<file path="src/shared/ifoa_pkg.sv">
// ==========================================
// shared constants for the instruction format and operand addressing block
// ==========================================
package ifoa_pkg;

  // widths of addresses, halfwords, fullwords, opcodes and fields
  localparam int ADDR_W = 16;
  localparam int HALF_W = 16;
  localparam int FULL_W = 32;
  localparam int OPC_W = 8;
  localparam int FLD_W = 4;

  // field positions inside the first halfword; bit 0 of the word is bit 15 here
  localparam int OPC_MSB = 15;
  localparam int OPC_LSB = 8;
  localparam int FOP_MSB = 7;
  localparam int FOP_LSB = 4;
  localparam int SRF_MSB = 3;
  localparam int SRF_LSB = 0;

  // opcode bits that pick the format and the operand size
  localparam int FMT_SEL_MSB = 7;
  localparam int FMT_SEL_LSB = 6;
  localparam int SIZE_SEL_MSB = 5;
  localparam int SIZE_SEL_LSB = 4;
  localparam logic [1:0] FMT_SEL_RR = 2'h0;
  localparam logic [1:0] FMT_SEL_RS = 2'h3;
  localparam logic [1:0] SIZE_SEL_FULL = 2'h1;
  localparam logic [1:0] SIZE_SEL_BYTE = 2'h2;

  // branch on condition opcodes, one per format that carries a mask
  localparam logic [OPC_W-1:0] BRANCH_OP_RR = 8'h02;
  localparam logic [OPC_W-1:0] BRANCH_OP_RX = 8'h42;

  // address steps and the index field value that means no indexing
  localparam logic [ADDR_W-1:0] HALF_STEP = 16'h0002;
  localparam logic [ADDR_W-1:0] FULL_STEP = 16'h0004;
  localparam logic [FLD_W-1:0] NO_INDEX = 4'h0;

  // reset values
  localparam logic [ADDR_W-1:0] IA_RST = 16'h0000;
  localparam logic [HALF_W-1:0] HALF_RST = 16'h0000;
  localparam logic [FULL_W-1:0] FULL_RST = 32'h0000_0000;

  typedef enum logic [1:0] {FMT_RR = 2'h0, FMT_RX = 2'h1, FMT_RS = 2'h2} ifoa_fmt_t;
  typedef enum logic [1:0] {SZ_HALF = 2'h0, SZ_FULL = 2'h1, SZ_BYTE = 2'h2} ifoa_size_t;

  // gray coded along fetch, fetch, register, operand, operand, done
  typedef enum logic [2:0] {
    ST_IDLE = 3'h0,
    ST_FETCH1 = 3'h1,
    ST_FETCH2 = 3'h3,
    ST_REGRD = 3'h2,
    ST_OPRD = 3'h6,
    ST_OPRD2 = 3'h7,
    ST_DONE = 3'h5
  } ifoa_state_t;

endpackage : ifoa_pkg

</file>
<file path="src/hdl/ifoa_field_split.sv">
`timescale 1ns/100ps
`default_nettype none
// ==========================================
// field extraction from the first instruction halfword
// ==========================================
module ifoa_field_split
  import ifoa_pkg::*;
(
  // instruction halfword
  input wire logic [HALF_W-1:0] hw,
  // extracted fields
  output logic [OPC_W-1:0] operation_code_field,
  output logic [FLD_W-1:0] first_operand_field,
  output logic [FLD_W-1:0] second_register_field,
  // classification
  output ifoa_fmt_t fmt,
  output ifoa_size_t size,
  output logic is_branch
);

  // fixed field slices, leftmost bit is the top bit
  assign operation_code_field = hw[OPC_MSB:OPC_LSB];
  assign first_operand_field = hw[FOP_MSB:FOP_LSB];
  assign second_register_field = hw[SRF_MSB:SRF_LSB];

  // format from the top opcode bits
  always_comb
  begin
    if (hw[FMT_SEL_MSB+OPC_LSB:FMT_SEL_LSB+OPC_LSB] == FMT_SEL_RR)
      fmt = FMT_RR;
    else if (hw[FMT_SEL_MSB+OPC_LSB:FMT_SEL_LSB+OPC_LSB] == FMT_SEL_RS)
      fmt = FMT_RS;
    else
      fmt = FMT_RX;
  end

  // operand size for memory operands
  always_comb
  begin
    if (hw[SIZE_SEL_MSB+OPC_LSB:SIZE_SEL_LSB+OPC_LSB] == SIZE_SEL_FULL)
      size = SZ_FULL;
    else if (hw[SIZE_SEL_MSB+OPC_LSB:SIZE_SEL_LSB+OPC_LSB] == SIZE_SEL_BYTE)
      size = SZ_BYTE;
    else
      size = SZ_HALF;
  end

  // branch on condition takes its first field as a mask
  assign is_branch = (operation_code_field == BRANCH_OP_RR) || (operation_code_field == BRANCH_OP_RX);

endmodule : ifoa_field_split
`default_nettype wire

</file>
<file path="src/hdl/ifoa_byte_lane.sv">
`timescale 1ns/100ps
`default_nettype none
// ==========================================
// byte lane selection out of one memory halfword
// ==========================================
module ifoa_byte_lane
  import ifoa_pkg::*;
(
  // halfword from memory and access shape
  input wire logic [HALF_W-1:0] hw,
  input wire logic addr_lsb,
  input wire ifoa_size_t size,
  // selected data, bytes zero extended
  output logic [HALF_W-1:0] lane
);

  // even byte address is the left byte, odd the right one
  always_comb
  begin
    if (size != SZ_BYTE)
      lane = hw;
    else if (addr_lsb)
      lane = {8'h00, hw[7:0]};
    else
      lane = {8'h00, hw[15:8]};
  end

endmodule : ifoa_byte_lane
`default_nettype wire

</file>
<file path="src/hdl/ifoa_top.sv">
`timescale 1ns/100ps
`default_nettype none
module ifoa_top
  import ifoa_pkg::*;
(
  // clock, reset and enable
  input wire logic clock,
  input wire logic rstn,
  input wire logic ce,
  // control from the core
  input wire logic start,
  input wire logic ia_load,
  input wire logic [ADDR_W-1:0] ia_value,
  input wire logic [FLD_W-1:0] cond_code,
  // memory bus, one halfword per request
  output logic mem_req_r,
  output logic [ADDR_W-1:0] mem_addr_r,
  input wire logic mem_ack,
  input wire logic [HALF_W-1:0] mem_rdata,
  // general register read ports, data in the same cycle as the address
  output logic [FLD_W-1:0] gr1_addr_r,
  output logic [FLD_W-1:0] gr2_addr_r,
  input wire logic [HALF_W-1:0] gr1_data,
  input wire logic [HALF_W-1:0] gr2_data,
  // decoded instruction and operands
  output logic busy_r,
  output logic done_r,
  output logic [1:0] fmt_r,
  output logic [OPC_W-1:0] opcode_r,
  output logic [HALF_W-1:0] op1_r,
  output logic [FULL_W-1:0] op2_r,
  output logic [ADDR_W-1:0] ea_r,
  output logic [ADDR_W-1:0] ia_r,
  output logic align_err_r,
  output logic is_branch_r,
  output logic branch_taken_r
);

  // ==========================================
  // internal state
  // ==========================================
  ifoa_state_t state_r;
  ifoa_state_t state_nxt;
  logic [HALF_W-1:0] hw1_r;
  logic [HALF_W-1:0] addr_fld_r;
  logic [HALF_W-1:0] hi_half_r;
  ifoa_size_t size_r;
  ifoa_fmt_t dec_fmt_r;

  // field split outputs
  logic [HALF_W-1:0] dec_src;
  logic [OPC_W-1:0] dec_opc;
  logic [FLD_W-1:0] dec_fop;
  logic [FLD_W-1:0] dec_srf;
  ifoa_fmt_t dec_fmt;
  ifoa_size_t dec_size;
  logic dec_branch;

  // address arithmetic and checks
  logic [ADDR_W-1:0] index_val;
  logic [ADDR_W-1:0] ea_nxt;
  logic misaligned;
  logic need_mem;
  logic [HALF_W-1:0] lane;
  logic [FLD_W-1:0] cc_hit;

  // ==========================================
  // field extraction
  // ==========================================
  // decode straight off the bus while the first halfword arrives
  assign dec_src = (state_r == ST_FETCH1) ? mem_rdata : hw1_r;

  ifoa_field_split u_split (
    .hw(dec_src),
    .operation_code_field(dec_opc),
    .first_operand_field(dec_fop),
    .second_register_field(dec_srf),
    .fmt(dec_fmt),
    .size(dec_size),
    .is_branch(dec_branch)
  );

  ifoa_byte_lane u_lane (
    .hw(mem_rdata),
    .addr_lsb(ea_r[0]),
    .size(size_r),
    .lane(lane)
  );

  // ==========================================
  // address formation
  // ==========================================
  // register zero never indexes, so the field itself gates the add
  assign index_val = (dec_srf == NO_INDEX) ? HALF_RST : gr2_data;
  // plain 16-bit wrap; the register value may be signed
  assign ea_nxt = addr_fld_r + index_val;

  // alignment follows the leftmost byte address of the operand
  always_comb
  begin
    misaligned = 1'b0;
    if (dec_size == SZ_HALF)
      misaligned = ea_nxt[0];
    else if (dec_size == SZ_FULL)
      misaligned = |ea_nxt[1:0];
  end

  // only indexed memory format touches memory for its operand
  assign need_mem = (dec_fmt_r == FMT_RX) && !dec_branch && !misaligned;

  // condition code test, one bit per mask position
  genvar gi;
  generate
    for (gi = 0; gi < FLD_W; gi++)
    begin : g_cc
      assign cc_hit[gi] = dec_fop[gi] & cond_code[gi];
    end
  endgenerate

  // ==========================================
  // sequencing
  // ==========================================
  // next state; a stalled bus simply holds the current state
  always_comb
  begin
    state_nxt = state_r;
    case (state_r)
      ST_IDLE:
      begin
        if (start)
          state_nxt = ST_FETCH1;
      end
      ST_FETCH1:
      begin
        if (mem_ack)
          state_nxt = (dec_fmt == FMT_RR) ? ST_REGRD : ST_FETCH2;
      end
      ST_FETCH2:
      begin
        if (mem_ack)
          state_nxt = ST_REGRD;
      end
      ST_REGRD:
      begin
        state_nxt = need_mem ? ST_OPRD : ST_DONE;
      end
      ST_OPRD:
      begin
        if (mem_ack)
          state_nxt = (size_r == SZ_FULL) ? ST_OPRD2 : ST_DONE;
      end
      ST_OPRD2:
      begin
        if (mem_ack)
          state_nxt = ST_DONE;
      end
      ST_DONE:
      begin
        state_nxt = ST_IDLE;
      end
      default:
      begin
        state_nxt = ST_IDLE;
      end
    endcase
  end

  // state register
  always_ff @(posedge clock or negedge rstn)
  begin
    if (!rstn)
      state_r <= ST_IDLE;
    else if (ce)
      state_r <= state_nxt;
  end

  // busy and completion flags
  always_ff @(posedge clock or negedge rstn)
  begin
    if (!rstn)
    begin
      busy_r <= 1'b0;
      done_r <= 1'b0;
    end
    else if (ce)
    begin
      busy_r <= (state_nxt != ST_IDLE);
      done_r <= (state_r == ST_DONE);
    end
  end

  // ==========================================
  // memory bus requests
  // ==========================================
  // request holds until acknowledged; a new one starts on each read state entry
  always_ff @(posedge clock or negedge rstn)
  begin
    if (!rstn)
    begin
      mem_req_r <= 1'b0;
      mem_addr_r <= IA_RST;
    end
    else if (ce)
    begin
      if (mem_ack)
        mem_req_r <= 1'b0;
      if (state_nxt != state_r)
      begin
        case (state_nxt)
          ST_FETCH1:
          begin
            mem_req_r <= 1'b1;
            mem_addr_r <= ia_r;
          end
          ST_FETCH2:
          begin
            mem_req_r <= 1'b1;
            mem_addr_r <= ia_r + HALF_STEP;
          end
          ST_OPRD:
          begin
            mem_req_r <= 1'b1;
            mem_addr_r <= {ea_nxt[ADDR_W-1:1], 1'b0};
          end
          ST_OPRD2:
          begin
            mem_req_r <= 1'b1;
            mem_addr_r <= ea_r + HALF_STEP;
          end
          default:
          begin
            mem_addr_r <= mem_addr_r;
          end
        endcase
      end
    end
  end

  // ==========================================
  // instruction capture
  // ==========================================
  // first halfword and address field kept for the rest of the sequence
  always_ff @(posedge clock or negedge rstn)
  begin
    if (!rstn)
    begin
      hw1_r <= HALF_RST;
      addr_fld_r <= HALF_RST;
      size_r <= SZ_HALF;
      dec_fmt_r <= FMT_RR;
    end
    else if (ce)
    begin
      if (state_r == ST_FETCH1 && mem_ack)
      begin
        hw1_r <= mem_rdata;
        size_r <= dec_size;
        dec_fmt_r <= dec_fmt;
        addr_fld_r <= HALF_RST;
      end
      if (state_r == ST_FETCH2 && mem_ack)
        addr_fld_r <= mem_rdata;
    end
  end

  // register read addresses set as the instruction completes its fetch
  always_ff @(posedge clock or negedge rstn)
  begin
    if (!rstn)
    begin
      gr1_addr_r <= NO_INDEX;
      gr2_addr_r <= NO_INDEX;
    end
    else if (ce && (state_nxt == ST_REGRD) && (state_r != ST_REGRD))
    begin
      gr1_addr_r <= dec_fop;
      gr2_addr_r <= dec_srf;
    end
  end

  // ==========================================
  // operand formation
  // ==========================================
  // first operand, mask or register contents
  always_ff @(posedge clock or negedge rstn)
  begin
    if (!rstn)
    begin
      op1_r <= HALF_RST;
      opcode_r <= 8'h00;
      fmt_r <= FMT_RR;
      is_branch_r <= 1'b0;
      branch_taken_r <= 1'b0;
      align_err_r <= 1'b0;
      ea_r <= IA_RST;
    end
    else if (ce && state_r == ST_REGRD)
    begin
      opcode_r <= dec_opc;
      fmt_r <= dec_fmt_r;
      is_branch_r <= dec_branch;
      branch_taken_r <= dec_branch && (|cc_hit);
      if (dec_branch)
        op1_r <= {12'h000, dec_fop};
      else
        op1_r <= gr1_data;
      // misalignment only matters for memory operands
      align_err_r <= (dec_fmt_r == FMT_RX) && !dec_branch && misaligned;
      ea_r <= (dec_fmt_r == FMT_RR) ? IA_RST : ea_nxt;
    end
  end

  // second operand from register, immediate or memory
  always_ff @(posedge clock or negedge rstn)
  begin
    if (!rstn)
    begin
      op2_r <= FULL_RST;
      hi_half_r <= HALF_RST;
    end
    else if (ce)
    begin
      if (state_r == ST_REGRD)
      begin
        case (dec_fmt_r)
          FMT_RR:
            op2_r <= {16'h0000, gr2_data};
          FMT_RS:
            op2_r <= {{HALF_W{ea_nxt[ADDR_W-1]}}, ea_nxt};
          default:
            op2_r <= {16'h0000, ea_nxt}; // branch target or failed access
        endcase
      end
      else if (state_r == ST_OPRD && mem_ack)
      begin
        // high half held back until the second read lands
        hi_half_r <= mem_rdata;
        op2_r <= {16'h0000, lane};
      end
      else if (state_r == ST_OPRD2 && mem_ack)
        op2_r <= {hi_half_r, mem_rdata};
    end
  end

  // ==========================================
  // instruction address
  // ==========================================
  // loads only while idle so a sequence never sees the address move
  always_ff @(posedge clock or negedge rstn)
  begin
    if (!rstn)
      ia_r <= IA_RST;
    else if (ce)
    begin
      if (state_r == ST_IDLE && ia_load && !start)
        ia_r <= {ia_value[ADDR_W-1:1], 1'b0};
      else if (state_r == ST_DONE)
        ia_r <= ia_r + ((dec_fmt_r == FMT_RR) ? HALF_STEP : FULL_STEP);
    end
  end

endmodule : ifoa_top
`default_nettype wire

</file>
<file path="config.mk">
export PLATFORM = sky130hd
export DESIGN_NAME = ifoa_top
export DESIGN_NICKNAME = d
export VERILOG_FILES = /design/src/shared/ifoa_pkg.sv /design/src/hdl/ifoa_field_split.sv /design/src/hdl/ifoa_byte_lane.sv /design/src/hdl/ifoa_top.sv
export SDC_FILE = /design/constraint.sdc
export NUM_CORES = 1
export LEC_CHECK = 0
export ABC_AREA = 1
export BUFFER_PORTS_ARGS = -buffer_cell sky130_fd_sc_hd__buf_2
export CORE_UTILIZATION = 45
export CTS_BUF_LIST = sky130_fd_sc_hd__clkbuf_2 sky130_fd_sc_hd__clkbuf_4 sky130_fd_sc_hd__clkbuf_8
export CTS_CLUSTER_DIAMETER = 80
export DETAILED_ROUTE_END_ITERATION = 16
export GPL_ROUTABILITY_DRIVEN = 1
export GPL_TIMING_DRIVEN = 0
export PLACE_DENSITY = 0.76
export RECOVER_POWER = 25
export SYNTH_ARGS = -nofsm -noshare
export SYNTH_HDL_FRONTEND = slang
export SYNTH_SLANG_ARGS = --single-unit
</file>
<file path="constraint.sdc">
create_clock -name clock -period 4.25 [get_ports clock]
set_input_delay 0.85 -clock clock [delete_from_list [all_inputs] [get_ports clock]]
set_output_delay 0.85 -clock clock [all_outputs]
set_load 0.005 [all_outputs]
</file>
[Word level (Yosys, flattened, before mapping)]
Index checks and enable logic that the tools add are counted.
Storage, ports and cells
  register bits: 175
  input bits: 74
  output and inout bits: 120
  word-level logic and storage cells: 124
Operators by class
  add/sub/neg operators: 4
  eq/ne operators: 23
  mux-type cells: 34
  bitwise logic cells: 5
  reductions and logical operators: 37
Operators by type and width (count)
  two-way mux 16 bit: 9
  two-way mux 32 bit: 3
  case mux 16 bit (4 select lines): 1
  case mux 32 bit (2 select lines): 1
  adder 16 x 2 -> 16 bit, second input constant: 2
  two-way mux 3 bit: 6
  case mux 3 bit (6 select lines): 1
  adder 16 bit: 1
  adder 16 x 3 -> 16 bit: 1
  equality test 3 bit, second input constant: 5
  logical AND 1 bit: 13
  equality test 3 x 2 -> 1 bit, second input constant: 4
  two-way mux 2 bit: 6
  equality test 2 x 1 -> 1 bit, second input constant: 4
  equality test 8 x 2 -> 1 bit, second input constant: 1
  equality test 8 x 7 -> 1 bit, second input constant: 1
  zero test 2 bit: 4
  two-way mux 8 bit: 1
  AND reduction 2 bit: 4
  OR reduction 4 bit: 2
  equality test 2 bit, second input constant: 3
  equality test 3 x 1 -> 1 bit, second input constant: 2
  two-way mux 1 bit: 6
  AND reduction 3 bit: 2
  13 further kinds: 20

[Logic depth before layout (Yosys ltp)]
  depth after elaboration: 16
  mapped depth: 33
  mapped depth without buffers: 31

[Cells and area by module]
A second synthesis with hierarchy kept.
Unflattened totals
  cells, all modules: 1399
  area, all modules: 10199.8 sq um
By module, submodules not included
  ifoa_top: instances 1, cells an instance 1294, area each 9673.0 sq um, seq. area each 4354.2 sq um
  ifoa_byte_lane: instances 1, cells an instance 70, area each 309.0 sq um, seq. area each 0.0 sq um
  ifoa_field_split: instances 1, cells an instance 35, area each 217.7 sq um, seq. area each 0.0 sq um

[Least setup slack after synthesis]
No wires, ideal clock.
  path kind: in2reg
  start: input mem_rdata[1]
  end: register mem_addr_r[9]
  setup time: 0.117 ns
  arrival: 3.920 ns
  required time: 4.133 ns
  path slack: 0.214 ns
  stages on the path: 27
  buffers on the path: 2
  cell sequence: inv_1 -> o21ai_0 -> nor2_1 -> nand2_1 -> inv_1 -> clkbuf_1 -> nor2_1 -> ha_1 -> inv_1 -> fa_1 -> nor2_1 -> o22ai_1 -> nand4_1 -> nand2_2 -> nand3_4 -> buf_8 -> nand2_2 -> nand2_2 -> inv_2 -> ha_1 -> nand3_2 -> inv_2 -> nand3_1 -> nand3_1 -> nand3_1 -> nand2_1 -> nand2_1
Between the ends
  cells in the longest elaborated chain, start to end: 14
  elaborated cells on any way between the ends: 19
  classes of those cells: add/sub: 1; eq/ne: 5; mux: 7; reduce/logical: 6
Ends and longest elaborated chain
  from (decl): line ifoa_top.sv:19  | input wire logic [HALF_W-1:0] mem_rdata,
  two-way mux 16 bit *: line ifoa_top.sv:71  | assign dec_src = (state_r == ST_FETCH1) ? mem_rdata : hw1_r;
  zero test 4 bit *: line ifoa_top.sv:94  | assign index_val = (dec_srf == NO_INDEX) ? HALF_RST : gr2_data;
  two-way mux 16 bit *: line ifoa_top.sv:94
  adder 16 bit *: line ifoa_top.sv:96  | assign ea_nxt = addr_fld_r + index_val;
  OR reduction 2 bit: line ifoa_top.sv:105  | misaligned = |ea_nxt[1:0];
  two-way mux 1 bit: line ifoa_top.sv:104  | else if (dec_size == SZ_FULL)
  two-way mux 1 bit: line ifoa_top.sv:102  | if (dec_size == SZ_HALF)
  zero test 1 bit: line ifoa_top.sv:109  | assign need_mem = (dec_fmt_r == FMT_RX) && !dec_branch && !misaligned;
  logical AND 1 bit: line ifoa_top.sv:109
  two-way mux 2 bit: line ifoa_top.sv:145  | state_nxt = need_mem ? ST_OPRD : ST_DONE;
  case mux 3 bit (6 select lines): line ifoa_top.sv:127  | case (state_r)
  equality test 3 bit, or another cell as far along: line ifoa_top.sv:209  | case (state_nxt)
  nonzero test 4 bit (no line)
  AND reduction 3 bit (no line)
  to (signal assigned): line ifoa_top.sv:213  | mem_addr_r <= ia_r;
  to (signal assigned): line ifoa_top.sv:218  | mem_addr_r <= ia_r + HALF_STEP;
  to (signal assigned): line ifoa_top.sv:223  | mem_addr_r <= {ea_nxt[ADDR_W-1:1], 1'b0};
  to (decl): line ifoa_top.sv:17  | output logic [ADDR_W-1:0] mem_addr_r,
Mark *: on every way between the ends. The rest lies on a longest branch, timed or not.
A chain may end at the register's enable or synchronous reset.

[Final worst setup path]
  start: register state_r[2]
  end: register mem_addr_r[7]
Between the ends
  cells in the longest elaborated chain, start to end: 15
  elaborated cells on any way between the ends: 47
  classes of those cells: add/sub: 1; eq/ne: 16; mux: 17; reduce/logical: 13
Ends and longest elaborated chain
  from (decl): line ifoa_top.sv:42  | ifoa_state_t state_r;
  from (signal assigned): line ifoa_top.sv:174  | state_r <= state_nxt;
  equality test 3 x 1 -> 1 bit: line ifoa_top.sv:71, ifoa_top.sv:127
  two-way mux 16 bit: line ifoa_top.sv:71
  zero test 4 bit / equality test 2 bit (equally long branches): line ifoa_top.sv:94, ifoa_field_split.sv:42
  two-way mux 16 bit / two-way mux 2 bit (equally long branches): line ifoa_top.sv:94, ifoa_field_split.sv:42
  adder 16 bit / two-way mux 2 bit (equally long branches): line ifoa_top.sv:96, ifoa_field_split.sv:40
  OR reduction 2 bit / equality test 2 x 1 -> 1 bit (equally long branches): line ifoa_top.sv:105, ifoa_top.sv:104
  two-way mux 1 bit: line ifoa_top.sv:104
  two-way mux 1 bit: line ifoa_top.sv:102
  zero test 1 bit: line ifoa_top.sv:109
  logical AND 1 bit: line ifoa_top.sv:109
  two-way mux 2 bit: line ifoa_top.sv:145
  case mux 3 bit (6 select lines): line ifoa_top.sv:127
  equality test 3 bit, or another cell as far along: line ifoa_top.sv:209
  nonzero test 4 bit (no line)
  AND reduction 3 bit (no line)
Parallel ways exist; a longest one is shown, timed or not.

==> reports/qor.txt <==
Gr busiest metal: met2
Post-DP Area: 11160 sq um
CTS tree: done
CP max stage delay: 0.57 ns
PortBufs: 190
Top-area cell type share of the netlist area: 44.31%
Routability Congestion: 0.9461
Crit path DAT: 4.50 ns
Initial antenna violation count: 2
Yosys reg bits: 174
Hold Vio Cnt, Final: 0
GRT met1 Usage: 38.50%
Worst skew pair latency: 0.49 ns
EDFF count, synth: 0
Total Routing Usage GR: 29.72%
Failing checks: capacitance limit, slew limit
Critical path's most frequent cell: nand2_2
Avg Cell Area, Syn: 7.706 sq um
Detailed router's first-iteration violation count: 877
Avg WL per Cell: 18.02 um
First-pass GRT wire length: 50.66 mm
# H-tree levels: 4
LEAKAGE: 6.116 nW
DIE AREA: 22430 sq um
Final HPWL DP: 24.11 mm
Max clock buf depth: 2
CP endpoint kind: flip-flop
Clock transition at the registers of the reported paths: 0.10 ns
Crit path required time: 4.63 ns
Most common cell after layout, fill and taps aside: nand2_1
Status: complete, but fails checks
Rel. slew slack: -25.63%
Fin area: 12000 sq um
Crit-path max FO: 8
CTS Hold Bufs: 0
Slew @ Worst Pin: 1.884 ns
Clk_skew: 0.01512 ns
Drt drc: 0
F_max: 242.7 MHz
Async set-reset flop share out of synthesis: 100.0%
Final setup viols: 0
Synthesized netlist cell count: 1275
Sequential area share after synthesis: 44.31%
Final nets: 1613
Via density: 5.550
GRT overflow: 0
Kind of critical path: reg -> reg
Die height: 149.8 um
Sink Count: 174
Largest net degree at the start of global routing: 102
Ranking of synthesized cells by area: dfrtp_1 (44%), nand2_1 (13%), o21ai_0 (8.3%)
Vias: 10010
Crit path time final: 4.120 ns
Most frequent cells in the layout: nand2_1 (317), buf_2 (193), dfrtp_1 (172)
DP Worst Slack: -0.8668 ns
Fin crit share: 96.93%
Worst setup margin: 0.1304 ns
Mapped Nets: 1375
Power density cells: 761.7 nW/um^2
CP max stage cell: fa_2
MaxCap Viol Count: 1
Top FF cell, synth: dfrtp_1
Netlist cell types: 51
GRT met3 Usage: 6.951%
Met2 Use GR: 47.80%
Vias in the first global route: 9597
Synth warnings: 0
Initial Utilization: 46.30%
TritonCTS Buffers: 17
Synth area leader: dfrtp_1
Hold crit path type: reg -> reg
Unrepaired setup endpoints after global routing: yes
Die W: 149.8 um
Core ar.: 21220 sq um
Final core utilization: 56.53%
Area Overhead vs Synth: 22.09%
Worst vdd ir: 0.0003492 V
Ratio of cells with drive above 1 in the final layout: 24.51%
Antenna viol nets, final: 0
Num ports: 194
Final slew viol count: 75
Count of TritonRoute iterations in the first routing pass: 5
Cell area after synthesis: 9826 sq um
CTS root buffer: clkbuf_8
Core Rows: 53
CP Launch Type: flip-flop
WL final: 32.50 mm
-- synth_stat cells (11+ instances only) --
cell,n
ha_1,24
a31oi_1,19
inv_1,121
nand2_1,328
nor2_1,91
nand3_1,65
nand4_1,25
a21oi_1,57
inv_2,12
o211ai_1,22
o21ai_0,163
nand2_2,11
clkbuf_1,45
dfrtp_1,174
-- cells by family after synthesis --
family	Yosys count	share of synthesized area, %
muxes	2	0.2292
other	1	0.03817
DFF	174	44.31
AOI/OAI and AO/OA	302	17.59
and+or+nand+nor	555	24.45
adders and majority gates	26	3.464
xor gates and xnor gates	17	1.668
buffers and inverters	198	8.251
-- power breakdown --
group          internal [mW]  leakage [nW]  switching [mW]
Clock                  0.463         0.204           0.733
Combinational           1.90          3.72            3.08
Sequential              2.41          2.19           0.547
-- critical path, delay by kind of cell (launching register included) --
kind                     cells  cell delay [ns]
AO/OA/AOI/OAI                2             0.31
adder cells (fa/ha/maj)      3             0.89
buffers and inverters        7             0.80
flip-flops                   1             0.44
AND/OR/NAND/NOR             17             1.57
-- sequential cells by signal, summed over array words and instances (netlist names), 2 cells and up --
signal      count
size_r          2
state_r         3
op1_r          16
gr2_addr_r      4
ea_r           16
hi_half_r      16
dec_fmt_r       2
opcode_r        8
hw1_r          16
op2_r          32
ia_r           15
fmt_r           2
mem_addr_r     16
addr_fld_r     16
gr1_addr_r      4
-- final timing paths --
check / cells past startpoint / end / slack, ns / from
min in group asynchronous: 1 / op2_r[8]$_DFFE_PN0P_ / 0.88 / rstn
min: 2 / op1_r[4]$_DFFE_PN0P_ / 0.48 / op1_r[4]$_DFFE_PN0P_
max reg2reg: 29 / mem_addr_r[7]$_DFFE_PN0P_ / 0.13 / state_r[2]$_DFFE_PN0P_
max in group asynchronous: 2 / state_r[2]$_DFFE_PN0P_ / 0.86 / rstn
max: 29 / mem_addr_r[7]$_DFFE_PN0P_ / 0.13 / state_r[2]$_DFFE_PN0P_
min reg2reg: 2 / op1_r[4]$_DFFE_PN0P_ / 0.48 / op1_r[4]$_DFFE_PN0P_
-- what timing repair did --
item | 4_1_cts | 5_1_grt
setup buffers | 11 | 17
pin swaps | 5 | 25
setup endpoints to repair | 52 | 46
gates resized for setup | 25 | 54
-- through the flow --
step / total power, mW / setup TNS, ns / instances / hold WS (ns)
after floorplan: 5.723 / 0 / 1275 / 0.4455
after global placement: 7.298 / -109.93 / 1740 / 0.4587
after detailed placement: 7.406 / -30.45 / 1741 / 0.4605
after CTS: 8.761 / -0.04001 / 1784 / 0.3448
after global routing: 9.845 / -0.3562 / 1801 / 0.5059
final: 9.138 / 0 / 1803 / 0.4827
-- layout make-up --
type	count	area (sq um)
tap	275	344.1
timing repair buffer	219	1172
inverter	134	515.5
sequential	174	4357
clock buffer	19	255.2
clock inverter	13	145.1
buffer	64	346.6
multi-input combinational	903	4856
antenna	2	5.005
fill	2021	9224
-- metal layers --
layer  vias up  wire length (um)
met1      4777             13550
li1       4685                 -
met4         0              1025
met2       465             15030
met5         -                 0
met3        79              2891
Note: power is estimated with default switching activity, not from simulation.
